==> src/hdl/bwse_defines.svh <==
`ifndef BWSE_DEFINES_SVH
`define BWSE_DEFINES_SVH

// bus widths
`define BWSE_ADDR_W     16
`define BWSE_PORT_W     8
`define BWSE_DATA_W     8

// select line levels
`define BWSE_SEL_MEM    1'b0
`define BWSE_SEL_IO     1'b1

// clock phases in one T-state: rising half then falling half
`define BWSE_PH_RISE    1'b0
`define BWSE_PH_FALL    1'b1

`endif

==> src/hdl/bwse_pkg.sv <==
`include "bwse_defines.svh"

package bwse_pkg;

   // bus cycle states
   typedef enum logic [2:0] {
      BWSE_IDLE,
      BWSE_T1,
      BWSE_ACCESS_STATE,
      BWSE_INSERTED_HOLD_STATE,
      BWSE_T3
   } bwse_state_t;

   // one access request from the core
   typedef struct packed {
      logic                     is_io;
      logic                     special_io;
      logic                     write;
      logic [`BWSE_ADDR_W-1:0]  addr;
      logic [`BWSE_DATA_W-1:0]  wdata;
   } bwse_req_t;

   // completion report to the core
   typedef struct packed {
      logic                     done;
      logic [`BWSE_DATA_W-1:0]  rdata;
   } bwse_rsp_t;

endpackage

==> src/hdl/bwse_bus_cycle.sv <==
`timescale 1ns/100ps
`include "bwse_defines.svh"

// Summary of operation
// - wait input is sampled at the rising half of the access state.
// - a low sample adds one hold state while the strobe stays active.
// - each hold state repeats the access state and resamples wait.
// - wait held low keeps adding hold states without limit.
// - special I/O transfers always get one automatic hold state.
// - select output is low for memory and high for I/O references.
// - special I/O copies the 8-bit port onto both address halves.

module bwse_bus_cycle
   import bwse_pkg::*;
(
   input  wire logic                    clk,
   input  wire logic                    srst,
   input  wire logic                    req_valid,
   output logic                         req_ready,
   input  wire bwse_req_t               req,
   output bwse_rsp_t                    rsp,
   output logic [`BWSE_ADDR_W-1:0]      addr_q,
   output logic                         io_sel_q,
   output logic                         rd_n_q,
   output logic                         wr_n_q,
   input  wire logic                    wait_n,
   input  wire logic [`BWSE_DATA_W-1:0] data_i,
   output logic [`BWSE_DATA_W-1:0]      data_o_q,
   output logic                         data_oe_q
);

   bwse_state_t state_q;
   logic        ph_q;
   logic        write_q;
   logic        special_q;
   logic        force_q;
   logic        hold_q;
   logic        sample;
   logic        phase_end;
   logic        done_q;
   logic [`BWSE_DATA_W-1:0] rdata_q;

   // address for the request, port duplicated for special I/O
   function automatic logic [`BWSE_ADDR_W-1:0] bus_addr(input bwse_req_t r);
      if (r.is_io && r.special_io) begin
         bus_addr = {r.addr[`BWSE_PORT_W-1:0], r.addr[`BWSE_PORT_W-1:0]};
      end else begin
         bus_addr = r.addr;
      end
   endfunction

   // handshake and sample point
   assign req_ready = (state_q == BWSE_IDLE);
   assign phase_end = (ph_q == `BWSE_PH_FALL);
   assign sample    = (ph_q == `BWSE_PH_RISE) &&
                      (state_q == BWSE_ACCESS_STATE ||
                       state_q == BWSE_INSERTED_HOLD_STATE);
   assign rsp       = '{done: done_q, rdata: rdata_q}; // one driver for the whole struct

   bwse_wait_sampler u_wait (
      .clk        (clk),
      .srst       (srst),
      .sample     (sample),
      .force_hold (force_q),
      .wait_n     (wait_n),
      .hold_q     (hold_q)
   );

   // half-cycle phase within each T-state
   always_ff @(posedge clk) begin
      if (srst || state_q == BWSE_IDLE) begin
         ph_q <= `BWSE_PH_RISE;
      end else begin
         ph_q <= ~ph_q;
      end
   end

   // T-state sequencing
   always_ff @(posedge clk) begin
      if (srst) begin
         state_q <= BWSE_IDLE;
      end else begin
         unique case (state_q)
            BWSE_IDLE: begin
               if (req_valid) begin
                  state_q <= BWSE_T1;
               end
            end
            BWSE_T1: begin
               if (phase_end) begin
                  state_q <= BWSE_ACCESS_STATE;
               end
            end
            BWSE_ACCESS_STATE, BWSE_INSERTED_HOLD_STATE: begin
               if (phase_end) begin
                  state_q <= hold_q ? BWSE_INSERTED_HOLD_STATE : BWSE_T3;
               end
            end
            BWSE_T3: begin
               if (phase_end) begin
                  state_q <= BWSE_IDLE;
               end
            end
         endcase
      end
   end

   // automatic hold for special I/O, used once at the access state
   always_ff @(posedge clk) begin
      if (srst) begin
         force_q <= 1'b0;
      end else if (state_q == BWSE_IDLE && req_valid) begin
         force_q <= req.is_io && req.special_io;
      end else if (sample) begin
         force_q <= 1'b0;
      end
   end

   // address and select latched for the whole cycle
   always_ff @(posedge clk) begin
      if (srst) begin
         addr_q    <= '0;
         io_sel_q  <= `BWSE_SEL_MEM;
         write_q   <= 1'b0;
         special_q <= 1'b0;
      end else if (state_q == BWSE_IDLE && req_valid) begin
         addr_q    <= bus_addr(req);
         io_sel_q  <= req.is_io ? `BWSE_SEL_IO : `BWSE_SEL_MEM;
         write_q   <= req.write;
         special_q <= req.is_io && req.special_io;
      end
   end

   // strobes: active from access state start to T3 rising half
   always_ff @(posedge clk) begin
      if (srst) begin
         rd_n_q <= 1'b1;
         wr_n_q <= 1'b1;
      end else if (state_q == BWSE_T1 && phase_end) begin
         rd_n_q <= write_q;
         wr_n_q <= ~write_q;
      end else if (state_q == BWSE_T3 && !phase_end) begin
         rd_n_q <= 1'b1;
         wr_n_q <= 1'b1;
      end
   end

   // write data drive from T1 falling half to end of cycle
   always_ff @(posedge clk) begin
      if (srst) begin
         data_o_q  <= '0;
         data_oe_q <= 1'b0;
      end else if (state_q == BWSE_T1 && !phase_end) begin
         data_o_q  <= req.wdata;
         data_oe_q <= write_q;
      end else if (state_q == BWSE_T3 && phase_end) begin
         data_oe_q <= 1'b0;
      end
   end

   // read capture and completion pulse
   always_ff @(posedge clk) begin
      if (srst) begin
         rdata_q <= '0;
         done_q  <= 1'b0;
      end else begin
         done_q <= (state_q == BWSE_T3) && phase_end;
         if (state_q == BWSE_T3 && !phase_end && !write_q) begin
            rdata_q <= data_i;
         end
      end
   end

   // checks
   property p_wait_low_holds;
      @(posedge clk) disable iff (srst)
      (state_q == BWSE_ACCESS_STATE && sample && !wait_n)
         |-> ##2 (state_q == BWSE_INSERTED_HOLD_STATE);
   endproperty
   a_wait_low_holds: assert property (p_wait_low_holds)
      else $error("no hold after low wait");

   property p_strobe_in_hold;
      @(posedge clk) disable iff (srst)
      (state_q == BWSE_INSERTED_HOLD_STATE) |-> (rd_n_q ^ wr_n_q) && $past(rd_n_q ^ wr_n_q);
   endproperty
   a_strobe_in_hold: assert property (p_strobe_in_hold) else $error("strobe idle in hold");

   property p_hold_release;
      @(posedge clk) disable iff (srst)
      (state_q == BWSE_INSERTED_HOLD_STATE && sample && wait_n && !force_q)
         |-> ##2 (state_q == BWSE_T3);
   endproperty
   a_hold_release: assert property (p_hold_release) else $error("hold not released");

   property p_hold_repeat;
      @(posedge clk) disable iff (srst)
      (state_q == BWSE_INSERTED_HOLD_STATE && sample && !wait_n)
         |-> ##1 (state_q == BWSE_INSERTED_HOLD_STATE) [*2];
   endproperty
   a_hold_repeat: assert property (p_hold_repeat) else $error("hold not repeated");

   property p_special_auto;
      @(posedge clk) disable iff (srst)
      (state_q == BWSE_ACCESS_STATE && sample && special_q)
         |-> ##2 (state_q == BWSE_INSERTED_HOLD_STATE);
   endproperty
   a_special_auto: assert property (p_special_auto) else $error("no automatic hold");

   logic req_io_q;

   // request kind copy for the select check
   always_ff @(posedge clk) begin
      if (srst) begin
         req_io_q <= 1'b0;
      end else if (state_q == BWSE_IDLE && req_valid) begin
         req_io_q <= req.is_io;
      end
   end

   property p_sel_level;
      @(posedge clk) disable iff (srst)
      (state_q == BWSE_IDLE && req_valid)
         |=> (io_sel_q == req_io_q) throughout (state_q != BWSE_IDLE) [*4];
   endproperty
   a_sel_level: assert property (p_sel_level) else $error("select level wrong");

   property p_port_dup;
      @(posedge clk) disable iff (srst)
      (state_q == BWSE_IDLE && req_valid && req.is_io && req.special_io)
         |=> (addr_q[15:8] == $past(req.addr[7:0])) && (addr_q[7:0] == $past(req.addr[7:0]));
   endproperty
   a_port_dup: assert property (p_port_dup) else $error("port not duplicated");

   property p_min_cycle;
      @(posedge clk) disable iff (srst)
      (state_q == BWSE_IDLE && req_valid) |=> !done_q [*6] ##1 (done_q || !req_ready);
   endproperty
   a_min_cycle: assert property (p_min_cycle) else $error("cycle too short");

   c_hold:    cover property (@(posedge clk) state_q == BWSE_INSERTED_HOLD_STATE);
   c_special: cover property (@(posedge clk) special_q && done_q);
   c_nowait:  cover property (@(posedge clk) (state_q == BWSE_ACCESS_STATE) ##2
                              (state_q == BWSE_T3));

endmodule

==> src/hdl/bwse_wait_sampler.sv <==
`timescale 1ns/100ps
`include "bwse_defines.svh"

module bwse_wait_sampler
   import bwse_pkg::*;
(
   input  wire logic clk,
   input  wire logic srst,
   input  wire logic sample,
   input  wire logic force_hold,
   input  wire logic wait_n,
   output logic      hold_q
);

   // hold decision taken at the rising-half sample point
   always_ff @(posedge clk) begin
      if (srst) begin
         hold_q <= 1'b0;
      end else if (sample) begin
         hold_q <= force_hold | ~wait_n;
      end
   end

endmodule

==> config.mk <==
export PLATFORM = sky130hd
export DESIGN_NAME = bwse_bus_cycle
export DESIGN_NICKNAME = d
export VERILOG_FILES = /design/src/hdl/bwse_pkg.sv /design/src/hdl/bwse_bus_cycle.sv /design/src/hdl/bwse_wait_sampler.sv
export VERILOG_INCLUDE_DIRS = /design/src /design/src/hdl
export SDC_FILE = /design/constraint.sdc
export NUM_CORES = 1
export LEC_CHECK = 0
export BUFFER_PORTS_ARGS = -buffer_cell sky130_fd_sc_hd__buf_4
export CAP_MARGIN = 20
export CORE_UTILIZATION = 51
export DETAILED_ROUTE_END_ITERATION = 10
export HOLD_SLACK_MARGIN = 0.1
export PLACE_DENSITY = 0.84
export RECOVER_POWER = 50
export SYNTH_ARGS = -nofsm -noshare
export SYNTH_HDL_FRONTEND = slang
export SYNTH_SLANG_ARGS = --single-unit
==> constraint.sdc <==
create_clock -name clk -period 4.82 [get_ports clk]
set_clock_uncertainty 0.05 [all_clocks]
set_input_delay 0.723 -clock clk [delete_from_list [all_inputs] [get_ports clk]]
set_output_delay 0.723 -clock clk [all_outputs]
set_load 0.01 [all_outputs]
### Word-level counts from Yosys, hierarchy flattened

Index checks and enable logic that the tools add are counted.

| storage, ports and cells | value |
|---|---|
| flip-flop bits (word level) | 44 |
| input bits | 39 |
| output and inout port bits | 38 |
| word-level logic and storage cells | 58 |

| operators by class | value |
|---|---|
| eq/ne operators | 8 |
| muxes and demuxes | 15 |
| bitwise operators | 4 |
| reductions and logical operators | 18 |

Operators by type and width:

| kind | count |
|---|---|
| 2-to-1 mux 16 bit | 1 |
| 2-to-1 mux 3 bit | 5 |
| case mux 3 bit (4 select lines) | 1 |
| logical AND 1 bit | 8 |
| 2-to-1 mux 1 bit | 8 |
| inequality test 2 bit (second input constant) | 4 |
| equality test 3 x 2 -> 1 bit (second input constant) | 2 |
| nonzero test 2 bit | 3 |
| AND reduction 4 bit | 1 |
| equality test 3 x 1 -> 1 bit (second input constant) | 1 |
| equality test 3 bit (second input constant) | 1 |
| zero test 3 bit | 1 |
| inverter 1 bit | 3 |
| zero test 1 bit | 2 |
| logical OR 1 bit | 2 |
| OR reduction 2 bit | 1 |
| OR 1 bit | 1 |

### Logic depth before layout (Yosys ltp)

| depth | value |
|---|---|
| depth after elaboration | 5 |
| depth in mapped cells | 5 |
| depth with buffers taken out | 3 |

### Hierarchy

A second synthesis with hierarchy kept.

| second synthesis, totals | value |
|---|---|
| cells, all modules | 210 |
| area total of the unflattened synthesis | 1879.3 um^2 |

Modules (own cells, without submodules):

| module | times used | cells an instance | area each (um^2) | seq. area each (um^2) |
|---|---|---|---|---|
| bwse_bus_cycle | 1 | 206 | 1843.0 | 860.8 |
| bwse_wait_sampler | 1 | 4 | 36.3 | 20.0 |

### Worst setup path after synthesis

OpenSTA, ideal clock, no wires.

| timing path | value |
|---|---|
| path kind | input to register |
| from | input srst |
| to | register ph_q |
| setup time | 0.135 ns |
| arrival | 1.580 ns |
| required time | 4.635 ns |
| slack | 3.055 ns |
| stages on the path | 4 |
| buffers on the path | 3 |
| cells stage by stage | clkbuf_1 clkbuf_1 clkbuf_1 nor3_1 |

| between the ends | value |
|---|---|
| cells in the longest elaborated chain, start to end | 1 |

Ends and longest elaborated chain:

| what | line | text |
|---|---|---|
| start, declared | bwse_bus_cycle.sv:17 | `input wire logic srst,` |
| logical OR 1 bit | bwse_bus_cycle.sv:71 | `if (srst \|\| state_q == BWSE_IDLE) begin` |
| end signal, assigned | bwse_bus_cycle.sv:72 | `` ph_q <= `BWSE_PH_RISE; `` |
| end signal, assigned | bwse_bus_cycle.sv:74 | `ph_q <= ~ph_q;` |
| end, declared | bwse_bus_cycle.sv:33 | `logic ph_q;` |

No other way between the ends.
A chain may end at the register's enable or synchronous reset.

### Worst setup path after layout

| timing path | value |
|---|---|
| from | register state_q[1] |
| to | output req_ready |

| between the ends | value |
|---|---|
| cells in the longest elaborated chain, start to end | 1 |

Ends and longest elaborated chain:

| what | line | text |
|---|---|---|
| start, declared | bwse_bus_cycle.sv:32 | `bwse_state_t state_q;` |
| start signal, assigned | bwse_bus_cycle.sv:96 | `state_q <= hold_q ? BWSE_INSERTED_HOLD_STATE : BWSE_T3;` |
| zero test 3 bit | bwse_bus_cycle.sv:53 | `assign req_ready = (state_q == BWSE_IDLE);` |
| end, declared | bwse_bus_cycle.sv:19 | `output logic req_ready,` |

No other way between the ends.

==> summary.md <==
• number of flops mapped to enable cells by yosys: 0
• sort of element at the start of the critical path: flip-flop
• ranking of synthesized cells by area: sky130_fd_sc_hd__dfxtp_1 47%, sky130_fd_sc_hd__nand2_1 9.0%, sky130_fd_sc_hd__a21oi_1 5.9%, sky130_fd_sc_hd__nand2b_1 5.7%, sky130_fd_sc_hd__mux2i_1 4.8%
• number of buffers between clock root and the deepest sink: 2
• cell type of the slowest stage on the worst timing path: sky130_fd_sc_hd__dfxtp_1
• area share of the leading cell type in the synthesized netlist: 46.9%
• count of max-cap constraint violations: 0
• HP Class: flip-flop to flip-flop
• ordered cell list for the critical path: nor3_1 > buf_4
• Layout Cells excl Fill: 326
• fraction of registers with async set/reset: 0%
• Routed Wire Length: 4260 um
• violation count after the first detailed-routing iteration: 149
• number of inserted diodes: 0
• required arrival time at the worst endpoint: 4.05 ns
• Tightest Pin Transition: 0.607 ns
• final net count: 318
• Slew Viols, Final: 0
• most common cell after layout, fill and taps aside: sky130_fd_sc_hd__nand2_1
• setup slack after placement: 2.51 ns
• final instance area: 2380 um2
• Post-Synthesis Cells: 212
• worst supply voltage drop on vdd: 0.000186 V
• worst setup path category: flip-flop to output port
• headroom to the max-slew limit: 59.3%
• total of hold buffers inserted after clock tree synthesis: 0
• number of antenna violations at the first check in global routing: 0
• number of cells on the worst reg-to-reg path: 3
• Post-synth top flop: sky130_fd_sc_hd__dfxtp_1
• worst stage delay on the critical path: 0.67 ns
• RSZ-0062 raised after global routing: false
• Clock Sinks: 44
• static leakage: 0.899 nW
• width of the die: 62.7 um
• routability congestion estimate: 0.720
• Core ar.: 3440 um2
• post-synthesis cell type with the largest combined area: sky130_fd_sc_hd__dfxtp_1
• most used cells in the layout excluding fill and tap cells: 45 x sky130_fd_sc_hd__nand2_1, 44 x sky130_fd_sc_hd__dfxtp_1, 41 x sky130_fd_sc_hd__buf_4
• largest net degree at the start of global routing: 55
• vias per inst: 5.20
• ratio of total power to cell area: 317 nW/um2
• number of H-tree levels: 2
• mapped cell area: 1880 um2
• clock transition at the register clock pins on the worst setup and hold paths after CTS: 0.08 ns
• number of detailed-route iterations in the first pass: 4
• cell count after placement: 317
• placed wire-length estimate: 2970 um
• buffers inserted during post-CTS setup optimization: 0
• portion of the post-synthesis area used by sequential elements: 46.9%
• ratio of cells with drive above 1 in the final layout: 19.3%
• root buf cell: sky130_fd_sc_hd__clkbuf_8
• wire length per cell after detailed routing: 13.1 um
• CP Data Arrival Time: 1.27 ns
• final setup TNS: 0 ns
• Residual DRC: 0
• total of fill cells in the finished design: 339
• crit share post-route: 42.4%
• die area: 3930 um2
• number of distinct library cells after synthesis: 31
• aggregate global routing overflow: 0
• Achievable Freq: 489 MHz
• total of cells resized after clock tree synthesis: 0
• source-to-sink clock delay at the later pin of the worst-skew pair: 0.29 ns
• residual antenna-violating net count after detailed routing: 0
• Mapped Nets: 251
• site row count: 21
• Worst path top cell family by delay: flip-flops
• buffering stage count on the worst path with inverters included: 1
• input/output buffers: 76
• area growth from synthesis to layout: 26.6%
• total clock buffers created by CTS: 5
• worst-path fanout max: 14
• Total GRT Usage: 23.8%
• Initial Utilization: 54.6%
• Yosys warnings: 0
• Stages on worst setup path: 2
• number of setup violations in the final report: 0
• cell depth of the worst min-delay path: 2
• synthesis-stage register bit count: 44
• floorplan die height: 62.7 um
• hold_ws: 0.406 ns
• wire length of the first global-routing pass: 7340 um
• vias in the first global route: 1,676
• via count: 1,696
• placed instance area: 2410 um2
• kind of end point of the critical path: output port
• final hold violations: 0
• min Tclk post-route: 2.04 ns
• CTS tree: built
• ports placed on the boundary: 77
• run status: complete, no violations
• per-instance average area after synthesis: 8.86 um2
• Setup WS post-layout: 2.78 ns
[metrics by stage]
step / total power [mW] / utilization [%]
after floorplan: 0.482 / -
after global routing: 0.794 / 69.1
final: 0.754 / 69.1
after CTS: 0.771 / 72.7
after detailed placement: 0.542 / 70.0
after global placement: 0.538 / 70.0
[cell type report]
cell class | instances | area [um2] | area share, %
sequential | 44 | 881 | 37.1
tap | 46 | 57.6 | 2.42
inverter | 3 | 11.3 | 0.474
multi-input combinational | 148 | 887 | 37.3
timing repair buffer | 77 | 450 | 18.9
clock buffer | 8 | 90.1 | 3.79
[path summary, 6_finish.rpt]
kind / startpoint / endpoint / slack, ns
worst max-delay path: state_q[1] / req_ready / 2.78
worst min-delay path: addr_q[0] / addr_q[0] / 0.41
worst max register to register: state_q[1] / force_q / 2.89
worst min register to register: addr_q[0] / addr_q[0] / 0.41
[worst reg2reg max path, stage by stage (launching register included)]
cell and delay [ns]:
sky130_fd_sc_hd__dfxtp_1 0.48, sky130_fd_sc_hd__or4b_1 0.80, sky130_fd_sc_hd__or3_1 0.42, sky130_fd_sc_hd__o41ai_1 0.07
[cell families (layout without fill, tap and decap cells)]
group / Yosys count / after routing / synth area share, %
and+or+nand+nor: 101 / 101 / 29.8
buffers and inverters: 20 / 88 / 5.66
DFF: 44 / 44 / 46.9
AOI/OAI and AO/OA: 38 / 38 / 12.9
muxes: 9 / 9 / 4.80
[synth_stat cells (3+ instances only)]
library cell	n
sky130_fd_sc_hd__buf_6	3
sky130_fd_sc_hd__a21oi_1	22
sky130_fd_sc_hd__o21ai_0	3
sky130_fd_sc_hd__dfxtp_1	44
sky130_fd_sc_hd__clkbuf_1	9
sky130_fd_sc_hd__nand3_1	10
sky130_fd_sc_hd__inv_1	3
sky130_fd_sc_hd__a311oi_1	8
sky130_fd_sc_hd__nor3b_1	3
sky130_fd_sc_hd__nand2_1	45
sky130_fd_sc_hd__nor2_1	11
sky130_fd_sc_hd__mux2i_1	9
sky130_fd_sc_hd__nand2b_1	17
[layer usage]
metal	GRT usage, %	up-vias	wire, um
met3	6.93	7	250
li1	-	857	-
met1	26.6	785	1790
met4	8.72	0	53
met2	42.3	47	2170
met5	0	-	0
[power breakdown]
part           total (mW)  internal (mW)  switching [mW]
logic               0.119         0.0559          0.0627
clock network       0.233          0.117           0.117
registers           0.402          0.384          0.0179
[flip-flops by register name (all words and copies together) (netlist names)]
register,cells
force_q,1
io_sel_q,1
u_wait.hold_q,1
addr_q,16
data_o_q,8
state_q,3
rd_n_q,1
wr_n_q,1
done_q,1
rdata_q,8
write_q,1
data_oe_q,1
ph_q,1
No activity file was read; power rests on OpenSTA's default activity.
